==> src/hw/comparator_ctrl_regs.vh <==
// Register offsets, field positions and reset values of the comparator block
// Assumes an AXI4-Lite slave with 32-bit data, one register per aligned word
`ifndef COMPARATOR_CTRL_REGS_VH
`define COMPARATOR_CTRL_REGS_VH

// Printed offsets are not all multiples of four: they are register indices
`define CMP3_CTRL_IDX    12'hF25
`define CMP_RESULT_IDX   12'hF70
`define CMP2_CTRL_IDX    12'hFD1
`define CMP1_CTRL_IDX    12'hFD2
`define CMP_EVT_STAT_IDX 12'hF71
`define CMP_EVT_CLR_IDX  12'hF72
`define CMP_EVT_EN_IDX   12'hF73
`define CMP_EVT_SET_IDX  12'hF74
`define IDX_W            12

// Control register fields
`define CTL_ON      7
`define CTL_OE      6
`define CTL_INV     5
`define CTL_EDGE_HI 4
`define CTL_EDGE_LO 3
`define CTL_PREF    2
`define CTL_NSEL_HI 1
`define CTL_NSEL_LO 0
`define CTL_RESET   8'h1F

// Edge select encodings
`define EDGE_NONE 2'h0
`define EDGE_RISE 2'h1
`define EDGE_FALL 2'h2
`define EDGE_ANY  2'h3

// AXI responses
`define RESP_OKAY   2'h0
`define RESP_SLVERR 2'h2

`endif

==> src/hw/comparator_channel.v <==
// One comparator channel: input select, polarity, sync and edge events
// Assumes the analog compare result arrives as a digital level per input
module comparator_channel (
  // Clock and reset
  input  wire       aclk,
  input  wire       aresetn,
  // Configuration
  input  wire [7:0] ctrl,
  // Digital compare results for each input pairing
  input  wire [7:0] gt_matrix,      // {pref,nsel} -> VIN+ > VIN-
  // Results
  output reg        result,
  output wire       pin_out,
  output wire       pin_oe,
  output wire       event_pulse
);
`include "comparator_ctrl_regs.vh"

  wire [2:0] pair_idx;
  wire       raw_out;
  wire       adj_out;
  wire [1:0] edge_sel;
  reg        sync1_reg;
  reg        prev_reg;
  reg        arm_reg;
  reg  [1:0] edge_prev_reg;

  // Pick the pairing: positive source is the top index bit
  assign pair_idx = {ctrl[`CTL_PREF], ctrl[`CTL_NSEL_HI:`CTL_NSEL_LO]};
  // Raw high when VIN+ exceeds VIN-; off comparators give raw low, which inversion turns high
  assign raw_out  = ctrl[`CTL_ON] & gt_matrix[pair_idx];
  assign adj_out  = raw_out ^ ctrl[`CTL_INV];
  assign edge_sel = ctrl[`CTL_EDGE_HI:`CTL_EDGE_LO];

  // Two-stage synchroniser; result is the second stage
  always @(posedge aclk) begin
    if (!aresetn) begin
      sync1_reg <= 1'b0;
      result    <= 1'b0;
      prev_reg  <= 1'b0;
    end else begin
      sync1_reg <= adj_out;
      result    <= sync1_reg;
      prev_reg  <= result;
    end
  end

  // Arm the any-change flag once each time that mode is newly chosen
  always @(posedge aclk) begin
    if (!aresetn) begin
      edge_prev_reg <= `EDGE_NONE;
      arm_reg       <= 1'b0;
    end else begin
      edge_prev_reg <= edge_sel;
      arm_reg       <= (edge_sel == `EDGE_ANY) &&
                       (edge_prev_reg != `EDGE_ANY);
    end
  end

  // Output drives the remapped pin only when routed
  assign pin_oe  = ctrl[`CTL_OE];
  assign pin_out = ctrl[`CTL_OE] & result;

  // Edge qualification from the synchronised result
  assign event_pulse = arm_reg |
    ((edge_sel == `EDGE_RISE) &  result & ~prev_reg) |
    ((edge_sel == `EDGE_FALL) & ~result &  prev_reg) |
    ((edge_sel == `EDGE_ANY)  & (result ^ prev_reg));

endmodule // comparator_channel

==> src/hw/comparator_ctrl.v <==
// Three-comparator control and status block behind an AXI4-Lite slave
// Assumes analog compare results arrive as digital levels, synchronous-safe
// only after the two-flop chain inside each channel
//
// Local design decision: the AXI4-Lite slave port.
module comparator_ctrl #(
  parameter NUM_CMP = 3
) (
  // Clock and reset
  input  wire                 aclk,
  input  wire                 aresetn,
  // AXI4-Lite write address
  input  wire [15:0]          s_axi_awaddr,
  input  wire                 s_axi_awvalid,
  output wire                 s_axi_awready,
  // AXI4-Lite write data
  input  wire [31:0]          s_axi_wdata,
  input  wire [3:0]           s_axi_wstrb,
  input  wire                 s_axi_wvalid,
  output wire                 s_axi_wready,
  // AXI4-Lite write response
  output reg  [1:0]           s_axi_bresp,
  output reg                  s_axi_bvalid,
  input  wire                 s_axi_bready,
  // AXI4-Lite read address
  input  wire [15:0]          s_axi_araddr,
  input  wire                 s_axi_arvalid,
  output wire                 s_axi_arready,
  // AXI4-Lite read data
  output reg  [31:0]          s_axi_rdata,
  output reg  [1:0]           s_axi_rresp,
  output reg                  s_axi_rvalid,
  input  wire                 s_axi_rready,
  // Analog front end: per comparator, 8 compare results by pairing
  input  wire [8*NUM_CMP-1:0] gt_matrix,
  // Comparator control levels to the analog front end
  output wire [NUM_CMP-1:0]   comparator_on,
  output wire [NUM_CMP-1:0]   positive_input_ref_select,
  output wire [2*NUM_CMP-1:0] negative_input_select,
  // Remappable output pins
  output wire [NUM_CMP-1:0]   comparator_output_pin_o,
  output wire [NUM_CMP-1:0]   comparator_output_pin_oe,
  // Interrupt
  output wire                 irq
);
`include "comparator_ctrl_regs.vh"

  reg  [7:0]         ctrl_reg [0:NUM_CMP-1];
  reg  [NUM_CMP-1:0] flag_reg;
  reg  [NUM_CMP-1:0] flag_next;
  reg  [NUM_CMP-1:0] en_reg;
  wire [NUM_CMP-1:0] result;
  wire [NUM_CMP-1:0] event_pulse;

  // Write channel holding registers
  reg                aw_full_reg;
  reg  [`IDX_W-1:0]  aw_idx_reg;
  reg                w_full_reg;
  reg  [31:0]        w_data_reg;
  reg  [3:0]         w_strb_reg;
  wire               wr_go;
  reg                wr_hit;
  reg  [NUM_CMP-1:0] ctl_we;
  reg                clr_we;
  reg                en_we;
  reg                set_we;

  // Read path
  wire               rd_go;
  wire [`IDX_W-1:0]  ar_idx;
  reg  [31:0]        rd_data;
  reg                rd_hit;

  // Byte address is four times the printed index
  assign ar_idx = s_axi_araddr[`IDX_W+1:2];

  // Accept address and data independently, one write in flight
  assign s_axi_awready = !aw_full_reg && !s_axi_bvalid;
  assign s_axi_wready  = !w_full_reg && !s_axi_bvalid;
  assign wr_go         = aw_full_reg && w_full_reg && !s_axi_bvalid;

  always @(posedge aclk) begin
    if (!aresetn) begin
      aw_full_reg  <= 1'b0;
      aw_idx_reg   <= {`IDX_W{1'b0}};
      w_full_reg   <= 1'b0;
      w_data_reg   <= 32'h0000_0000;
      w_strb_reg   <= 4'h0;
      s_axi_bvalid <= 1'b0;
      s_axi_bresp  <= `RESP_OKAY;
    end else begin
      if (s_axi_awvalid && s_axi_awready) begin
        aw_full_reg <= 1'b1;
        aw_idx_reg  <= s_axi_awaddr[`IDX_W+1:2];
      end
      if (s_axi_wvalid && s_axi_wready) begin
        w_full_reg <= 1'b1;
        w_data_reg <= s_axi_wdata;
        w_strb_reg <= s_axi_wstrb;
      end
      if (wr_go) begin
        aw_full_reg  <= 1'b0;
        w_full_reg   <= 1'b0;
        s_axi_bvalid <= 1'b1;
        s_axi_bresp  <= wr_hit ? `RESP_OKAY : `RESP_SLVERR;
      end else if (s_axi_bvalid && s_axi_bready) begin
        s_axi_bvalid <= 1'b0;
      end
    end
  end

  // Write decode; status register ignores writes
  always @* begin
    ctl_we = {NUM_CMP{1'b0}};
    clr_we = 1'b0;
    en_we  = 1'b0;
    set_we = 1'b0;
    wr_hit = 1'b1;
    if (aw_idx_reg == `CMP1_CTRL_IDX) begin
      ctl_we[0] = 1'b1;
    end else if (aw_idx_reg == `CMP2_CTRL_IDX) begin
      ctl_we[1] = 1'b1;
    end else if (aw_idx_reg == `CMP3_CTRL_IDX) begin
      ctl_we[2] = 1'b1;
    end else if (aw_idx_reg == `CMP_RESULT_IDX) begin
      wr_hit = 1'b1;
    end else if (aw_idx_reg == `CMP_EVT_STAT_IDX) begin
      wr_hit = 1'b1;
    end else if (aw_idx_reg == `CMP_EVT_CLR_IDX) begin
      clr_we = 1'b1;
    end else if (aw_idx_reg == `CMP_EVT_EN_IDX) begin
      en_we = 1'b1;
    end else if (aw_idx_reg == `CMP_EVT_SET_IDX) begin
      set_we = 1'b1;
    end else begin
      wr_hit = 1'b0;
    end
  end

  // Per-comparator control register and channel logic
  genvar g;
  generate
    for (g = 0; g < NUM_CMP; g = g + 1) begin : gen_cmp
      // Reset value turns the comparator off
      always @(posedge aclk) begin
        if (!aresetn) begin
          ctrl_reg[g] <= `CTL_RESET;
        end else if (wr_go && ctl_we[g] && w_strb_reg[0]) begin
          ctrl_reg[g] <= w_data_reg[7:0];
        end
      end

      comparator_channel u_channel (
        .aclk           (aclk),
        .aresetn        (aresetn),
        .ctrl           (ctrl_reg[g]),
        .gt_matrix      (gt_matrix[8*g+7:8*g]),
        .result         (result[g]),
        .pin_out        (comparator_output_pin_o[g]),
        .pin_oe         (comparator_output_pin_oe[g]),
        .event_pulse    (event_pulse[g])
      );

      // Drive analog front end selection and power
      assign comparator_on[g]             = ctrl_reg[g][`CTL_ON];
      assign positive_input_ref_select[g] = ctrl_reg[g][`CTL_PREF];
      assign negative_input_select[2*g+1:2*g] =
        ctrl_reg[g][`CTL_NSEL_HI:`CTL_NSEL_LO];
    end
  endgenerate

  // Sticky event flags: events and software set win over a clear
  always @* begin
    flag_next = flag_reg;
    if (wr_go && clr_we && w_strb_reg[0]) begin
      flag_next = flag_next & ~w_data_reg[NUM_CMP-1:0];
    end
    if (wr_go && set_we && w_strb_reg[0]) begin
      flag_next = flag_next | w_data_reg[NUM_CMP-1:0];
    end
    flag_next = flag_next | event_pulse;
  end

  always @(posedge aclk) begin
    if (!aresetn) begin
      flag_reg <= {NUM_CMP{1'b0}};
      en_reg   <= {NUM_CMP{1'b0}};
    end else begin
      flag_reg <= flag_next;
      if (wr_go && en_we && w_strb_reg[0]) begin
        en_reg <= w_data_reg[NUM_CMP-1:0];
      end
    end
  end

  // Level interrupt; enables gate only the output, never the flags
  assign irq = |(flag_reg & en_reg);

  // Read decode
  always @* begin
    rd_data = 32'h0000_0000;
    rd_hit  = 1'b1;
    if (ar_idx == `CMP1_CTRL_IDX) begin
      rd_data[7:0] = ctrl_reg[0];
    end else if (ar_idx == `CMP2_CTRL_IDX) begin
      rd_data[7:0] = ctrl_reg[1];
    end else if (ar_idx == `CMP3_CTRL_IDX) begin
      rd_data[7:0] = ctrl_reg[2];
    end else if (ar_idx == `CMP_RESULT_IDX) begin
      // Upper bits stay zero comparator 3 in bit 2
      rd_data[NUM_CMP-1:0] = result;
    end else if (ar_idx == `CMP_EVT_STAT_IDX) begin
      rd_data[NUM_CMP-1:0] = flag_reg;
    end else if (ar_idx == `CMP_EVT_EN_IDX) begin
      rd_data[NUM_CMP-1:0] = en_reg;
    end else if (ar_idx == `CMP_EVT_CLR_IDX) begin
      rd_hit = 1'b1; // Write-only, reads zero
    end else if (ar_idx == `CMP_EVT_SET_IDX) begin
      rd_hit = 1'b1; // Write-only, reads zero
    end else begin
      rd_hit = 1'b0;
    end
  end

  // One read in flight; data registered with the response
  assign s_axi_arready = !s_axi_rvalid;
  assign rd_go         = s_axi_arvalid && s_axi_arready;

  always @(posedge aclk) begin
    if (!aresetn) begin
      s_axi_rvalid <= 1'b0;
      s_axi_rdata  <= 32'h0000_0000;
      s_axi_rresp  <= `RESP_OKAY;
    end else if (rd_go) begin
      s_axi_rvalid <= 1'b1;
      s_axi_rdata  <= rd_data;
      s_axi_rresp  <= rd_hit ? `RESP_OKAY : `RESP_SLVERR;
    end else if (s_axi_rvalid && s_axi_rready) begin
      s_axi_rvalid <= 1'b0;
    end
  end

endmodule // comparator_ctrl

==> config.mk <==
export PLATFORM = sky130hd
export DESIGN_NAME = comparator_ctrl
export DESIGN_NICKNAME = d
export VERILOG_FILES = /design/src/hw/comparator_channel.v /design/src/hw/comparator_ctrl.v
export VERILOG_INCLUDE_DIRS = /design/src /design/src/hw
export SDC_FILE = /design/constraint.sdc
export NUM_CORES = 1
export LEC_CHECK = 0
export ABC_CLOCK_PERIOD_IN_PS = 2200
export BUFFER_PORTS_ARGS = -buffer_cell sky130_fd_sc_hd__buf_2
export CORE_ASPECT_RATIO = 0.9
export CORE_MARGIN = 2
export CORE_UTILIZATION = 45
export DETAILED_ROUTE_END_ITERATION = 7
export PLACE_DENSITY = 0.82
export SLEW_MARGIN = 20
export SYNTH_ARGS = -nofsm -noshare
export SYNTH_HDL_FRONTEND = slang
export SYNTH_SLANG_ARGS = --single-unit
==> constraint.sdc <==
create_clock -name aclk -period 2.2 [get_ports aclk]
set_clock_uncertainty 0.05 [all_clocks]
set_input_delay 0.33 -clock aclk [delete_from_list [all_inputs] [get_ports aclk]]
set_output_delay 0.33 -clock aclk [all_outputs]
set_load 0.01 [all_outputs]
# Yosys cells after proc, flatten, opt, wreduce, memory -nomap -nowiden
# Memory sizes are Yosys's and may differ from the RTL's.
# Cells that the tools add are included.
totals:
  regBits: 61
  ram_bits: 24
  n_memories: 1
  elab_cells: 217
  out_inout_bits: 60
classes:
  eq_ne: 28
  bitwise: 51
  muxes: 75
  n_reduce_logical: 32
  n_lt_le_gt_ge: 3
mem_list:
  columns: ["name", "depth", "word_bits", "read_ports", "rd_ports_with_merged_regs", "write_ports", "line_no", "rtl"]
  rows:
  - ["ctrl_reg", 3, 8, 3, 0, 3, "comparator_ctrl.v:48", "reg [7:0] ctrl_reg [0:NUM_CMP-1];"]
op_table:
  columns: ["operator", "count"]
  rows:
  - ["12-bit equality test, second input constant", 16]
  - ["1-bit 2-to-1 mux", 57]
  - ["8-bit 2-to-1 mux", 5]
  - ["1-bit logical AND", 24]
  - ["1-bit AND", 21]
  - ["3-bit 2-to-1 mux", 6]
  - ["2-bit equality test, second input constant", 6]
  - ["3-bit by 4-bit < comparator with 1-bit output, second input constant", 3]
  - ["1-bit bitwise OR", 12]
  - ["1-bit binary-select mux with 3-bit select", 3]
  - ["1-bit inverter", 7]
  - ["3-bit AND", 2]
  - ["2-bit by 1-bit equality test with 1-bit output, second input constant", 3]
  - ["2-bit 2-to-1 mux", 3]
  - ["2-bit inequality test, second input constant", 3]
  - ["3-bit bitwise OR", 2]
  - ["1-bit bitwise XOR", 6]
  - ["5-bit 2-to-1 mux", 1]
  - ["1-bit zero test", 4]
  - ["2-bit nonzero test", 2]
  - ["3-bit inverter", 1]
  - ["3-bit OR reduction", 1]
  - ["2-bit OR reduction", 1]

# Logic depth before layout (Yosys ltp)
logic_depth:
  word_depth: 13
  mapped_depth: 5
  ltp_nobuf: 4

# Hierarchy
# Synthesis repeated with hierarchy kept, for this count alone.
unflattened:
  cells_unflattened: 437
  area_unflattened_um2: 4055.1
by_module_without_submodules:
  columns: ["mod", "seq_area_each_um2", "area_per_inst_um2", "n_inst", "cells_each"]
  rows:
  - ["comparator_ctrl", 1541.5, 3218.1, 1, 353]
  - ["comparator_channel", 120.1, 279.0, 3, 28]

# Worst setup path before layout
# OpenSTA, ideal clock, no wires.
synth_path:
  path_type: "reg2reg"
  from: "register aw_idx_reg[2]"
  to: "memory ctrl_reg[0][0], data pin"
  arrival_ns: 1.417
  slack_ns: 0.474
  stages_incl_launch_ff: 5
  path_cell_list: "dfxtp_1 > or3b_4 > nor4_4 > nand3_2 > or2_1"
synth_lines:
  columns: ["element", "line_no", "rtl"]
  rows:
  - ["start: declaration", "comparator_ctrl.v:57", "reg [`IDX_W-1:0] aw_idx_reg;"]
  - ["start signal: assignment", "comparator_ctrl.v:85", "aw_idx_reg <= {`IDX_W{1'b0}};"]
  - ["start signal: assignment", "comparator_ctrl.v:94", "aw_idx_reg <= s_axi_awaddr[`IDX_W+1:2];"]
  - ["end: declaration", "comparator_ctrl.v:48", null]

==> reports/results.txt <==
The run finished with clean final reports. The total overflow left after global routing is 0. The sum of negative setup slack is 0 ns, and the design area is 0.00474 mm^2. In this run, the number of DRC markers left after iteration 0 of detailed routing was 271. The total global routing track utilization was 0.194; the mean number of vias per cell was 5.29. Setup repair after global routing left no endpoint under its margin.

The tools report the number of cells upsized or downsized after cts as 0. Data on the critical path is required at its endpoint by 2.25 ns. The clock share of power is 0.355.

For this design the total switching power over the nets is 803 uW. The worst voltage drop across the vdd grid was 0.406 mV. Area of the placeable core: 0.00904 mm^2. The worst-case headroom to the max-slew limit was 0.553. The netlist uses 52 different library cells. Detailed placement finished with a half-perimeter wire length of 7.15 mm.

The share of final-layout standard cells stronger than drive strength 1 is 0.263. Clock-pin slew was measured on the worst setup and hold paths at 0.08 ns. For this run, the detailed router's first-pass iteration total came to 5. In the layout the commonest cells are sky130_fd_sc_hd__buf_2, sky130_fd_sc_hd__nand2_1, sky130_fd_sc_hd__dfxtp_1. The run gives 0.513 GHz as the maximum operating frequency. Dividing total power by cell area gives a power density of 676 mW/mm^2. Combinational share of power: 0.112. Leaving out fill and tap cells, the most frequent cell in the layout is sky130_fd_sc_hd__buf_2. For the count of nets left with antenna violations after detail routing, the log shows 0.

The run gives 0 as the count of endpoints failing hold in the final timing report. In the routed design, unresolved DRC markers number 0. The number of enable-type register cells in the synthesized netlist is 24. The signal on the critical path passes through and2b_1 > and3_1 > nand4_1 > or2_2. Counting every sink on the clock net gives 83. The die covers 0.0100 mm^2. 0 antenna diodes ended up in the layout. Counting along the longest clock path gives a buffer depth of 2. The via count of the first global-routing pass was 3,215; the static power due to leakage was 1.90 nW.

The actual slew at the worst max-slew pin was 0.670 ns; the insertion delay of the later-clocked pin in the worst-skew pair was 0.35 ns. The post-synthesis cell type with the largest combined area is sky130_fd_sc_hd__dfxtp_1. Entering global routing, the biggest net connects 33 pins.

Sequential fraction of the synthesis area: 0.456. The count of synthesis-stage warnings from yosys came out at 0. Subtracting the final worst setup slack from the clock period gives 1.95 ns. The worst setup path is launched from a flop. After detailed routing, no signal wire sits above met4. Fill cells in the final layout number 834.

STA classifies the critical path endpoint as a flop. In the post-synthesis netlist, the biggest area contributors are sky130_fd_sc_hd__dfxtp_1, sky130_fd_sc_hd__edfxtp_1, sky130_fd_sc_hd__buf_4. Across the run, the number of max-cap violations was 0. The run gives 3 as the H-tree depth. The gate count after technology mapping is 442. The critical path is of the flop to flop type.

The logs give 9 for the CTS buffer count and 0.855 for the final weighted congestion of routability-driven global placement. Once the clock tree was built, the setup fixing pass inserted 0 buffers. The internal power consumption is 2.40 mW.

TritonCTS built the clock tree. Of all nets on the critical path, the largest fanout is 8. The switching part of the total power was 0.251; the floorplan die height was 95.3 um. The register with the most flip-flops in the layout has 24 of them. The delay of the slowest cell on the worst path is 0.46 ns, and the total setup violations reported at the end of the flow is 0. The routed design uses 763 um of met3 wire. The logs give 33 for the cell row count and 0.533 for the share of total power in sequential cells.

The class of the worst hold path is primary input to flop. The logs give 0.461 for the starting density of the core and 9.54 mm for the wire length after detailed routing. The first global-routing pass estimated 15.3 mm of wire.

The placed instances occupy a cell area of 0.00452 mm^2. The routed wirelength normalized by instance count was 14.8 um. The slowest stage cell on the critical path was sky130_fd_sc_hd__dfxtp_1. The data arrival at the endpoint of the critical path was 2.00 ns. During I/O placement, the number of pins put on the boundary was 159. The count of buffers added on input and output ports is 97. The share of the synthesized area in the top cell type is 0.283.

The net count of the finished layout is 618. The run gives 4.11 mm as the routed metal-1 wire length. The most common flop cell mapped by yosys was sky130_fd_sc_hd__dfxtp_1. The mean cell area of the mapped netlist is 9.43 um^2. The share of the clock period used by the worst path is 0.886, and the total number of vias is 3,418. The number of antenna violations at the first check in global routing is 0, and the final count of pins violating max slew is 0. Measured along the x axis, the die boundary spans 105 um.

Detailed routing placed a total of 4.46 mm of wire on met2. The async set-or-reset flop fraction in the synthesized netlist came out at 0. In this run the cell area of the synthesized design comes to 0.00417 mm^2. Synthesis inferred 83 register bits. From synthesis to final layout, the design area changed by 13.7%.

The tools report the count of hold buffers inserted by post-cts repair as 0. The tree is rooted in a sky130_fd_sc_hd__clkbuf_8.
cell type report:
class | instances | area (um^2) | share of cell area
clock inverters | 2 | 13.8 | 0.00290
repair buffers | 100 | 508 | 0.107
clock buffers | 14 | 204 | 0.0430
multi-input cells | 319 | 1940 | 0.409
inverters | 6 | 22.5 | 0.00475
flip-flops and latches | 83 | 1900 | 0.401
well taps | 122 | 153 | 0.0322
critical path, delay by kind of cell (launching register included):
kind	cells	cell delay, ns
AND/OR/NAND/NOR	4	1.19
flip-flops	1	0.46
final timing paths:
path | endpoint | slack (ns) | cells past startpoint | start
hold reg to reg | gen_cmp[2].u_channel.arm_reg | 0.36 | 1 | gen_cmp[2].u_channel.edge_prev_reg[0]
setup reg to reg | ctrl_reg[2][4] | 0.25 | 4 | aw_idx_reg[0]
hold / removal | w_data_reg[5] | 0.15 | 3 | s_axi_wdata[5]
setup / recovery | ctrl_reg[2][4] | 0.25 | 4 | aw_idx_reg[0]
synthesized netlist by cell type, types with 2 or more instances:
cell / instances
sky130_fd_sc_hd__or2_1: 10
sky130_fd_sc_hd__a221o_1: 3
sky130_fd_sc_hd__nand2_1: 66
sky130_fd_sc_hd__buf_2: 2
sky130_fd_sc_hd__nand2b_1: 7
sky130_fd_sc_hd__a22oi_1: 3
sky130_fd_sc_hd__nand3b_1: 3
sky130_fd_sc_hd__or2_2: 8
sky130_fd_sc_hd__a221oi_1: 7
sky130_fd_sc_hd__edfxtp_1: 24
sky130_fd_sc_hd__o2bb2ai_1: 3
sky130_fd_sc_hd__o21a_1: 4
sky130_fd_sc_hd__o21ai_0: 7
sky130_fd_sc_hd__nand4b_1: 3
sky130_fd_sc_hd__inv_1: 6
sky130_fd_sc_hd__and3_1: 7
sky130_fd_sc_hd__buf_4: 45
sky130_fd_sc_hd__o22ai_1: 3
sky130_fd_sc_hd__o31ai_1: 6
sky130_fd_sc_hd__mux2i_1: 3
sky130_fd_sc_hd__clkbuf_1: 11
sky130_fd_sc_hd__nor3_1: 4
sky130_fd_sc_hd__or3b_1: 2
sky130_fd_sc_hd__nand3_2: 3
sky130_fd_sc_hd__a21oi_1: 35
sky130_fd_sc_hd__a31oi_1: 4
sky130_fd_sc_hd__xor2_1: 3
sky130_fd_sc_hd__a41o_1: 2
sky130_fd_sc_hd__nor4_4: 4
sky130_fd_sc_hd__nor2b_1: 9
sky130_fd_sc_hd__dfxtp_1: 59
sky130_fd_sc_hd__nand3_1: 5
sky130_fd_sc_hd__mux4_2: 6
sky130_fd_sc_hd__nand4_1: 5
sky130_fd_sc_hd__and2_1: 20
sky130_fd_sc_hd__o211ai_1: 4
sky130_fd_sc_hd__nor2_1: 29
sky130_fd_sc_hd__nor3b_1: 3
metrics by stage:
step / worst slack [ns] / instances / hold WS [ns] / utilization / total power, mW
floorplan: 0.474 / 467 / 0.330 / - / 1.99
global placement: 0.318 / 630 / 0.336 / 0.500 / 2.08
detailed placement: 0.275 / 630 / 0.338 / 0.500 / 2.10
CTS: 0.267 / 646 / 0.139 / 0.524 / 3.22
global route: 0.145 / 646 / 0.147 / 0.524 / 3.32
finish: 0.250 / 646 / 0.151 / 0.524 / 3.20
cell families after synthesis:
logic type,after synthesis,synth area share
AO/OA/AOI/OAI,84,0.132
multiplexers,9,0.0396
XOR/XNOR,3,0.00631
other,1,0.000900
AND/OR/NAND/NOR,197,0.263
flip-flops,83,0.456
buffers and inverters,65,0.102
layer usage:
| metal | vias up | GRT usage |
|---|---|---|
| met3 | 23 | 0.0519 |
| met5 | - | 0 |
| met1 | 1590 | 0.248 |
| met2 | 158 | 0.310 |
| li1 | 1647 | - |
| met4 | 0 | 0.0889 |
power by group through the flow:
stage               combinational [mW]  clock (mW)  sequential (mW)
floorplan                        0.271           0             1.72
global placement                 0.345           0             1.73
detailed placement               0.357           0             1.74
CTS                              0.358        1.16             1.70
global route                     0.402        1.21             1.71
finish                           0.358        1.14             1.71
Power figures use the tool's default switching activity.
